===== src/tst_defs.svh =====
// Offsets, field positions, status codes and reset values of the two-wire slave transmitter.
`ifndef TST_DEFS_SVH
`define TST_DEFS_SVH
`define TST_OFF_CTRL 8'h00
`define TST_OFF_STATUS 8'h04
`define TST_OFF_DATA 8'h08
`define TST_OFF_ADDR 8'h0C
`define TST_CTRL_FLAG 7
`define TST_CTRL_ACK 6
`define TST_CTRL_START 5
`define TST_CTRL_STOP 4
`define TST_CTRL_EN 2
`define TST_PRESC_MASK 8'hF8
`define TST_CODE_A8 8'hA8
`define TST_CODE_B0 8'hB0
`define TST_CODE_B8 8'hB8
`define TST_CODE_C0 8'hC0
`define TST_CODE_C8 8'hC8
`define TST_CODE_F8 8'hF8
`define TST_CODE_00 8'h00
`define TST_IDLE_BYTE 8'hFF
`define TST_RST_ACK 1'b0
`define TST_RST_EN 1'b0
`define TST_RST_OWN 7'h00
`define TST_RST_GCE 1'b0
`endif


===== src/tst_pkg.sv =====
// Types shared by the two-wire slave transmitter and its bench.
`default_nettype none
package tst_pkg;
  typedef enum logic [7:0] {
    TST_IDLE = 8'b0000_0001,
    TST_ADDR = 8'b0000_0010,
    TST_ADDR_ACK = 8'b0000_0100,
    TST_WAIT = 8'b0000_1000,
    TST_TX = 8'b0001_0000,
    TST_TX_ACK = 8'b0010_0000,
    TST_IGNORE = 8'b0100_0000,
    TST_BERR = 8'b1000_0000
  } tst_fsm_type;
  typedef struct packed {
    logic scl_o;
    logic scl_oe;
    logic sda_o;
    logic sda_oe;
  } tst_line_type;
  typedef struct packed {
    tst_fsm_type fsm;
    logic flag;
    logic ack_en;
    logic start_req;
    logic stop_req;
    logic enable;
    logic [6:0] own_addr;
    logic gce;
    logic [7:0] code;
    logic [7:0] shift;
    logic [7:0] data_last;
    logic [3:0] bitcnt;
    logic last;
    logic ackbit;
    logic arb_pend;
    logic start_pend;
    logic start_pulse;
    logic busy;
    logic scl_s1;
    logic scl_s2;
    logic scl_p;
    logic sda_s1;
    logic sda_s2;
    logic sda_p;
    logic scl_oe;
    logic sda_oe;
    logic [31:0] rdata;
  } tst_state_type;
endpackage
`default_nettype wire


===== src/tst_slave_tx.sv =====
// Two-wire slave transmitter status logic with APB registers and a transmit byte buffer.
//
// Overview of operation
// - Own address with read bit acked: set event flag, status 0xA8.
// - Addressed for read after lost arbitration: acknowledge, status 0xB0.
// - Byte sent and master acked: set event flag, status 0xB8.
// - Byte sent and master not acked: set event flag, status 0xC0.
// - Last byte sent yet master acked: status 0xC8.
// - In A8, B0, B8 a clear with ack enable sends next byte expecting ACK.
// - In A8, B0, B8 a clear without ack enable sends final byte.
// - In C0, C8 a clear without ack enable: unaddressed, no address recognition.
// - In C0, C8 a clear with ack enable: unaddressed, own address recognised, general call not.
// - In C0, C8 a clear with start request issues START once bus is free.
// - Status reads 0xF8 while the event flag is clear.
// - START or STOP inside a byte or acknowledge is a bus error, status 0x00.
// - A bus error sets the event flag.
// - Recovery enters unaddressed mode and clears only the stop request.
// - Both lines are released when the bus error is detected; recovery sends no STOP.
// - Status codes read with the prescaler bits zero.
// - After the final byte the device drops out; the master reads all ones.
`timescale 1ns/1ps
`include "tst_defs.svh"
`default_nettype none

module tst_fifo #(
  parameter int WIDTH = 8,
  parameter int DEPTH = 8
) (
  // Clock and reset.
  input wire logic clk_in,
  input wire logic rst_in,
  // Filling side.
  input wire logic in_valid_in,
  output logic in_ready_out,
  input wire logic [WIDTH-1:0] in_data_in,
  // Draining side.
  output logic out_valid_out,
  input wire logic out_ready_in,
  output logic [WIDTH-1:0] out_data_out
);
  localparam int AW = $clog2(DEPTH);
  typedef struct packed {
    logic [DEPTH-1:0][WIDTH-1:0] mem;
    logic [AW-1:0] wp;
    logic [AW-1:0] rp;
    logic [AW:0] cnt;
  } tst_fifo_state_type;
  tst_fifo_state_type s;
  tst_fifo_state_type n;
  logic push;
  logic pop;

  if (DEPTH < 2 || (1 << AW) != DEPTH || WIDTH < 1) begin : g_bad_size
    $error("Buffer depth must be a power of two of at least two.");
  end

  assign in_ready_out = (s.cnt != DEPTH[AW:0]);
  assign out_valid_out = (s.cnt != '0);
  assign out_data_out = s.mem[s.rp];
  assign push = in_valid_in & in_ready_out;
  assign pop = out_ready_in & out_valid_out;

  always_comb begin
    n = s;
    if (push) begin
      n.mem[s.wp] = in_data_in;
      n.wp = s.wp + 1'b1;
    end
    if (pop) begin
      n.rp = s.rp + 1'b1;
    end
    n.cnt = s.cnt + {{AW{1'b0}}, push} - {{AW{1'b0}}, pop};
  end

  always_ff @(posedge clk_in or posedge rst_in) begin
    if (rst_in) begin
      s <= '0;
    end else begin
      s <= n;
    end
  end
endmodule

module tst_slave_tx #(
  parameter int FIFO_DEPTH = 8
) (
  // Clock and reset.
  input wire logic clk_in,
  input wire logic rst_in,
  // APB register port.
  input wire logic psel_in,
  input wire logic penable_in,
  input wire logic pwrite_in,
  input wire logic [7:0] paddr_in,
  input wire logic [31:0] pwdata_in,
  output logic [31:0] prdata_out,
  output logic pready_out,
  output logic pslverr_out,
  // Two-wire bus lines, open drain.
  input wire logic scl_in,
  input wire logic sda_in,
  output tst_pkg::tst_line_type lines_out,
  // Neighbouring master logic.
  input wire logic arb_lost_in,
  output logic master_start_out,
  output logic event_flag_out
);
  import tst_pkg::*;

  tst_state_type s;
  tst_state_type n;
  logic scl_rise, scl_fall, bus_start, bus_stop, in_frame;
  logic acc, wr_ctrl, wr_addr, wr_data, clr, set, unmapped;
  logic fifo_in_ready, fifo_valid, pop;
  logic [7:0] fifo_data, load_byte, status_rd;

  if (FIFO_DEPTH < 2) begin : g_bad_depth
    $error("Transmit buffer needs at least two entries.");
  end

  function automatic logic hit(input logic [7:0] addr, input logic [7:0] off);
    return addr == off;
  endfunction

  function automatic logic addr_match(input logic [7:0] b, input tst_state_type st);
    return st.ack_en & ((b[7:1] == st.own_addr) | ((b[7:1] == 7'h00) & st.gce));
  endfunction

  // Edges are taken from the second synchroniser stage and its delayed copy.
  assign scl_rise = s.scl_s2 & ~s.scl_p;
  assign scl_fall = ~s.scl_s2 & s.scl_p;
  assign bus_start = s.scl_s2 & s.scl_p & s.sda_p & ~s.sda_s2;
  assign bus_stop = s.scl_s2 & s.scl_p & ~s.sda_p & s.sda_s2;
  assign in_frame = ((s.fsm == TST_ADDR) & (s.bitcnt != 4'h0)) | (s.fsm == TST_ADDR_ACK) |
                    (s.fsm == TST_TX) | (s.fsm == TST_TX_ACK);

  assign acc = psel_in & penable_in;
  assign wr_ctrl = acc & pwrite_in & hit(paddr_in, `TST_OFF_CTRL);
  assign wr_addr = acc & pwrite_in & hit(paddr_in, `TST_OFF_ADDR);
  assign wr_data = acc & pwrite_in & hit(paddr_in, `TST_OFF_DATA);
  assign unmapped = ~(hit(paddr_in, `TST_OFF_CTRL) | hit(paddr_in, `TST_OFF_STATUS) |
                      hit(paddr_in, `TST_OFF_DATA) | hit(paddr_in, `TST_OFF_ADDR));
  // A data write waits while the buffer is full, so software is stalled, not dropped.
  assign pready_out = ~(wr_data & ~fifo_in_ready);
  assign pslverr_out = acc & unmapped;
  assign clr = wr_ctrl & pwdata_in[`TST_CTRL_FLAG];
  assign status_rd = (s.flag ? s.code : `TST_CODE_F8) & `TST_PRESC_MASK;
  // An empty buffer sends all ones rather than stale data.
  assign load_byte = fifo_valid ? fifo_data : `TST_IDLE_BYTE;

  tst_fifo #(.WIDTH(8), .DEPTH(FIFO_DEPTH)) u_fifo (
    .clk_in(clk_in),
    .rst_in(rst_in),
    .in_valid_in(wr_data),
    .in_ready_out(fifo_in_ready),
    .in_data_in(pwdata_in[7:0]),
    .out_valid_out(fifo_valid),
    .out_ready_in(pop),
    .out_data_out(fifo_data)
  );

  always_comb begin
    n = s;
    set = 1'b0;
    pop = 1'b0;
    n.scl_s1 = scl_in;
    n.scl_s2 = s.scl_s1;
    n.scl_p = s.scl_s2;
    n.sda_s1 = sda_in;
    n.sda_s2 = s.sda_s1;
    n.sda_p = s.sda_s2;
    n.start_pulse = 1'b0;
    if (psel_in & ~penable_in) begin
      case (1'b1)
        hit(paddr_in, `TST_OFF_CTRL): n.rdata = {24'h00_0000, s.flag, s.ack_en, s.start_req,
                                                 s.stop_req, 1'b0, s.enable, 2'b00};
        hit(paddr_in, `TST_OFF_STATUS): n.rdata = {24'h00_0000, status_rd};
        hit(paddr_in, `TST_OFF_DATA): n.rdata = {24'h00_0000, s.data_last};
        hit(paddr_in, `TST_OFF_ADDR): n.rdata = {24'h00_0000, s.own_addr, s.gce};
        default: n.rdata = 32'h0000_0000;
      endcase
    end
    if (wr_ctrl) begin
      n.ack_en = pwdata_in[`TST_CTRL_ACK];
      n.start_req = pwdata_in[`TST_CTRL_START];
      n.stop_req = pwdata_in[`TST_CTRL_STOP];
      n.enable = pwdata_in[`TST_CTRL_EN];
    end
    if (wr_addr) begin
      n.own_addr = pwdata_in[7:1];
      n.gce = pwdata_in[0];
    end
    if (bus_start) begin
      n.busy = 1'b1;
    end
    if (bus_stop) begin
      n.busy = 1'b0;
    end
    if (arb_lost_in) begin
      n.arb_pend = 1'b1;
    end
    if (s.start_pend & ~s.busy & ~bus_start) begin
      n.start_pulse = 1'b1;
      n.start_pend = 1'b0;
    end
    if ((bus_start | bus_stop) & in_frame) begin
      n.fsm = TST_BERR;
      n.code = `TST_CODE_00;
      set = 1'b1;
      n.sda_oe = 1'b0;
      n.scl_oe = 1'b0;
    end else begin
      case (s.fsm)
        TST_IDLE, TST_IGNORE: begin
          if (bus_start & s.enable) begin
            n.fsm = TST_ADDR;
            n.bitcnt = 4'h0;
          end else if (bus_stop) begin
            n.fsm = TST_IDLE;
          end
        end
        TST_ADDR: begin
          if (bus_stop) begin
            n.fsm = TST_IDLE;
          end else if (scl_rise) begin
            n.shift = {s.shift[6:0], s.sda_s2};
            n.bitcnt = s.bitcnt + 4'h1;
          end else if (scl_fall && s.bitcnt == 4'h8) begin
            // Only reads are served here; writes and general calls belong to the receiver.
            if (addr_match(s.shift, s) && s.shift[7:1] != 7'h00 && s.shift[0]) begin
              n.fsm = TST_ADDR_ACK;
              n.sda_oe = 1'b1;
            end else begin
              n.fsm = TST_IGNORE;
              n.arb_pend = 1'b0;
            end
          end
        end
        TST_ADDR_ACK: begin
          if (scl_fall) begin
            n.sda_oe = 1'b0;
            n.scl_oe = 1'b1;
            n.code = s.arb_pend ? `TST_CODE_B0 : `TST_CODE_A8;
            n.arb_pend = 1'b0;
            set = 1'b1;
            n.fsm = TST_WAIT;
          end
        end
        TST_WAIT: begin
          if (clr) begin
            if (s.code == `TST_CODE_C0 || s.code == `TST_CODE_C8) begin
              n.fsm = TST_IDLE;
              n.start_pend = pwdata_in[`TST_CTRL_START];
            end else begin
              pop = fifo_valid;
              n.data_last = load_byte;
              n.last = ~pwdata_in[`TST_CTRL_ACK];
              n.shift = {load_byte[6:0], 1'b0};
              n.sda_oe = ~load_byte[7];
              n.bitcnt = 4'h1;
              n.scl_oe = 1'b0;
              n.fsm = TST_TX;
            end
          end
        end
        TST_TX: begin
          if (scl_fall) begin
            if (s.bitcnt == 4'h8) begin
              n.sda_oe = 1'b0;
              n.fsm = TST_TX_ACK;
            end else begin
              n.sda_oe = ~s.shift[7];
              n.shift = {s.shift[6:0], 1'b0};
              n.bitcnt = s.bitcnt + 4'h1;
            end
          end
        end
        TST_TX_ACK: begin
          if (scl_rise) begin
            n.ackbit = ~s.sda_s2;
          end else if (scl_fall) begin
            set = 1'b1;
            n.fsm = TST_WAIT;
            if (!s.ackbit) begin
              n.code = `TST_CODE_C0;
            end else if (s.last) begin
              n.code = `TST_CODE_C8;
            end else begin
              n.code = `TST_CODE_B8;
              n.scl_oe = 1'b1;
            end
          end
        end
        TST_BERR: begin
          if (clr & pwdata_in[`TST_CTRL_STOP]) begin
            n.fsm = TST_IDLE;
            n.stop_req = 1'b0;
          end
        end
        default: n.fsm = TST_IDLE;
      endcase
    end
    // A hardware set in the same cycle as a software clear keeps the flag high.
    n.flag = (s.flag & ~clr) | set;
  end

  always_ff @(posedge clk_in or posedge rst_in) begin
    if (rst_in) begin
      s <= '0;
      s.fsm <= TST_IDLE;
      s.ack_en <= `TST_RST_ACK;
      s.enable <= `TST_RST_EN;
      s.own_addr <= `TST_RST_OWN;
      s.gce <= `TST_RST_GCE;
      s.scl_s1 <= 1'b1;
      s.scl_s2 <= 1'b1;
      s.scl_p <= 1'b1;
      s.sda_s1 <= 1'b1;
      s.sda_s2 <= 1'b1;
      s.sda_p <= 1'b1;
    end else begin
      s <= n;
    end
  end

  assign prdata_out = s.rdata;
  assign lines_out = '{scl_o: 1'b0, scl_oe: s.scl_oe, sda_o: 1'b0, sda_oe: s.sda_oe};
  assign master_start_out = s.start_pulse;
  assign event_flag_out = s.flag;
endmodule

`default_nettype wire


===== config.mk =====
export PLATFORM = sky130hd
export DESIGN_NAME = tst_slave_tx
export DESIGN_NICKNAME = d
export VERILOG_FILES = /design/src/tst_pkg.sv /design/src/tst_slave_tx.sv
export VERILOG_INCLUDE_DIRS = /design/src
export SDC_FILE = /design/constraint.sdc
export NUM_CORES = 1
export LEC_CHECK = 0
export CAP_MARGIN = 0
export CORE_UTILIZATION = 50
export DETAILED_ROUTE_END_ITERATION = 6
export DONT_BUFFER_PORTS = 1
export MAX_ROUTING_LAYER = met4
export SLEW_MARGIN = 0
export SYNTH_ARGS = -nofsm -noshare
export SYNTH_HDL_FRONTEND = slang
export SYNTH_HIERARCHICAL = 1
export SYNTH_SLANG_ARGS = --single-unit

===== constraint.sdc =====
create_clock -name clk_in -period 3.75 [get_ports clk_in]
set_input_delay 0.1875 -clock clk_in [delete_from_list [all_inputs] [get_ports clk_in]]
set_output_delay 0.1875 -clock clk_in [all_outputs]
set_load 0.03 [all_outputs]

==> metrics.md <==
| Metric | Value |
|---|---|
| Status | `finished, final reports clean` |
| DRT iter0 DRCs | `370` |
| Overall Power | `3.43 mW` |
| Pint | `2.61 mW` |
| Area of the mapped netlist | `0.00766 sq mm` |
| Synth top area cells | `dfrtp_1 (44%), mux2_2 (11%), mux4_2 (5.6%), buf_4 (3.7%), dfstp_2 (2.4%)` |
| Sequential share of the synthesized area | `46.5%` |
| Clock Power Share | `49.8%` |
| Root buffer cell | `clkbuf_16` |
| Final setup vio count | `0` |
| Leading cell type in the layout, fill and taps excluded | `dfrtp_1` |
| Synth warnings | `6` |
| Largest net degree at the start of global routing | `52` |
| Worst min-delay path class | `in2reg` |
| Synth Flop Type | `dfrtp_1` |
| Drt drc | `0` |
| # clock sinks | `142` |
| Multi-input logic area | `0.00369 sq mm` |
| Diode count | `0` |
| Share of cells above drive strength 1 | `29.4%` |
| Top-area cell type share of the netlist area | `44.1%` |
| Final Wtd Congestion | `0.878` |
| Via/cell ratio | `5.91` |
| Fin crit share | `84.7%` |
| WL final | `17200 um` |
| Nets | `702` |
| DP Cell Count | `796` |
| Cells after Synth | `638` |
| Crit-path max FO | `11` |
| Worst reg2reg startpoint | `s[89]` |
| Wirelength per Cell | `20.5 um` |
| Fmax | `0.315 GHz` |
| Initial Util | `51.9%` |
| Part of the power in combinational logic | `4.5%` |
| CP endpoint kind | `flop` |
| Final Max Slew Viols | `0` |
| Worst Reg-to-Reg Cells | `12` |
| R2R Setup Slk | `570 ps` |
| Synth cell types | `80` |
| Die height | `126 um` |
| PostCTS Resize Cnt | `0` |
| Net switching power | `0.827 mW` |
| First-pass GRT wire length | `28000 um` |
| Postcts setup bufs | `0` |
| Die area | `0.0158 sq mm` |
| DR vias | `4967` |
| Reg clk slew, reported paths | `60 ps` |
| CTS tree | `done` |
| CP arrival | `3480 ps` |
| Final hold vios | `0` |
| Minimum clock period after layout | `3180 ps` |
| Synthesis-stage register bit count | `142` |
| Crit path to | `u_fifo/s[2]` |
| Crit. Startpoint | `s[89]` |
| VDD IR max | `0.000344 V` |
| Core Box Area | `0.0148 sq mm` |
| Number of standard cells in the layout, taps in and fillers out | `840` |
| PortBufs | `0` |
| RSZ-0062 raised after global routing | `no` |
| Startpoint class of the critical path | `flop` |
| Boundary pin count | `88` |
| PwrDens | `411 mW/mm^2` |
| H-tree depth | `4` |
| Asr flop ratio synth | `100%` |
| Most frequent cells in the layout | `dfrtp_1 (135), mux2_2 (77), nand2_1 (43)` |
| HPWL after detailed placement | `12000 um` |
| Die Span X | `126 um` |
| Vias in the first global route | `5061` |
| Sequential cell area | `0.00356 sq mm` |
| Clk_lat worst skew | `420 ps` |
| Register share of total power | `45.7%` |
| Fillers | `1236` |
| Cell accounting for the most synthesized area | `dfrtp_1` |
| Reg2reg end | `u_fifo/s[2]` |
| Mean Syn Cell Area | `12.0 sq um` |
| Pleak | `3.87 nW` |
| Clock Tree Buf Depth | `2` |
| Post-route ant nets | `0` |
| Clock Skews | `7.23 ps` |
| Num CTS Buffers | `17` |
| First-pass DRT Iterations | `5` |
| Overall routing resource usage | `24.2%` |
| Worst Tran Pin Value | `1040 ps` |
| Core Rows | `44` |
| Initial antenna violation count | `0` |
| Post-synth EDFFs | `0` |
| Setup TNS | `0 ps` |
| P&R area growth vs syn | `9.06%` |
| Setup Crit Path Kind | `reg2reg` |
| CP required | `4060 ps` |
| MaxCap Viol Count | `0` |
| Switching portion of total power | `24.1%` |
| GRT overflow | `0` |
| Rel. slew slack | `30.7%` |
==> power groups by stage <==
stage                     clock network [mW]  registers (mW)  logic, mW
final                                   1.71            1.57      0.155
after detailed placement                   0            1.60      0.134
after CTS                               1.74            1.57      0.158
after floorplan                            0            1.59      0.137
after global placement                     0            1.59      0.130
after global routing                    1.81            1.57      0.173
==> cell type report <==
cell class	instances	share of cell area, %
clock buffer	19	5.30
clock inverter	13	1.86
inverter	23	1.03
multi-input combinational	437	44.1
sequential	142	42.6
tap	184	2.75
timing repair buffer	22	2.34
==> cells in the mapped netlist (all sizes together), types with 3 or more instances <==
cell / instances
a211o: 4
a21oi: 11
a22o: 7
buf: 49
clkbuf: 12
dfrtp: 135
dfstp: 7
ha: 10
inv: 23
mux2: 87
mux2i: 4
mux4: 19
nand2: 43
nand2b: 10
nand3: 22
nand4: 6
nand4b: 6
nor2: 27
nor2b: 11
nor3: 9
nor3b: 4
nor4: 6
o2111ai: 3
o211ai: 9
o21a: 9
o21ai: 28
o22ai: 3
o31ai: 8
o32ai: 3
or2: 7
or3b: 3
or4: 7
xnor2: 9
xor2: 9
==> worst max-delay path, stage by stage, from the launching register on <==
cell,delay [ps]
dfrtp_1,510
nor4_2,530
nand3_1,280
o32a_2,290
o2111a_1,170
nand2_1,150
inv_1,70
ha_1,280
inv_1,60
ha_1,160
inv_1,50
fa_1,370
xnor2_1,130
==> how the worst min path moves through the flow <==
| stage | startpoint | endpoint | slack (ps) | cells past startpoint |
|---|---|---|---|---|
| final | paddr_in[2] | prdata_out[0] | 20 | 2 |
| after global routing | paddr_in[2] | prdata_out[0] | 40 | 2 |
| after CTS | paddr_in[3] | prdata_out[0] | 0.4 | 2 |
| after detailed placement | scl_in | n[38] | 190 | 0 |
| after global placement | scl_in | n[38] | 190 | 0 |
| after floorplan | sda_in | n[35] | 190 | 0 |
==> registers in the layout, indices dropped and copies added, names as in the netlist <==
| register | flops |
|---|---|
| event_flag_out | 1 |
| lines_out | 2 |
| master_start_out | 1 |
| n | 4 |
| prdata_out | 8 |
| s | 52 |
| u_fifo/s | 74 |
==> cell families (layout without fill, tap and decap cells) <==
family,after synthesis,in the layout,synth area share (%)
AO/OA/AOI/OAI,97,97,9.27
XOR/XNOR,18,18,2.06
adder cells (fa/ha/maj),11,11,1.89
buffers and inverters,84,77,6.64
flip-flops,142,142,46.5
multiplexers,110,110,19.4
other,1,26,0.0489
AND/OR/NAND/NOR,175,175,14.2
==> stage by stage <==
stage | util [%] | hold slack [ps] | instance area (sq um) | setup slack (ps)
4_1_cts | 56.6 | 0.390 | 8360 | 604
3_3_place_gp | 51.8 | 192 | 7640 | 660
2_1_floorplan | - | 192 | 7760 | 747
5_1_grt | 56.6 | 41.1 | 8360 | 413
3_5_place_dp | 51.8 | 192 | 7640 | 614
6_report | 56.6 | 16.1 | 8360 | 574
==> metal layers <==
metal	up-vias	wire length, um	track usage, %
met1	2533	7920	31.2
met3	24	654	4.63
met5	-	0	-
met4	0	288	8.29
li1	2277	-	-
met2	133	8350	38.4
==> what timing repair did <==
| item | CTS | global route |
|---|---|---|
| hold buffers | 12 | 0 |
| endpoints found under the setup margin | 0 | 0 |
| endpoints found under the hold margin | 165 | 0 |
Power figures use the tool's default switching activity.
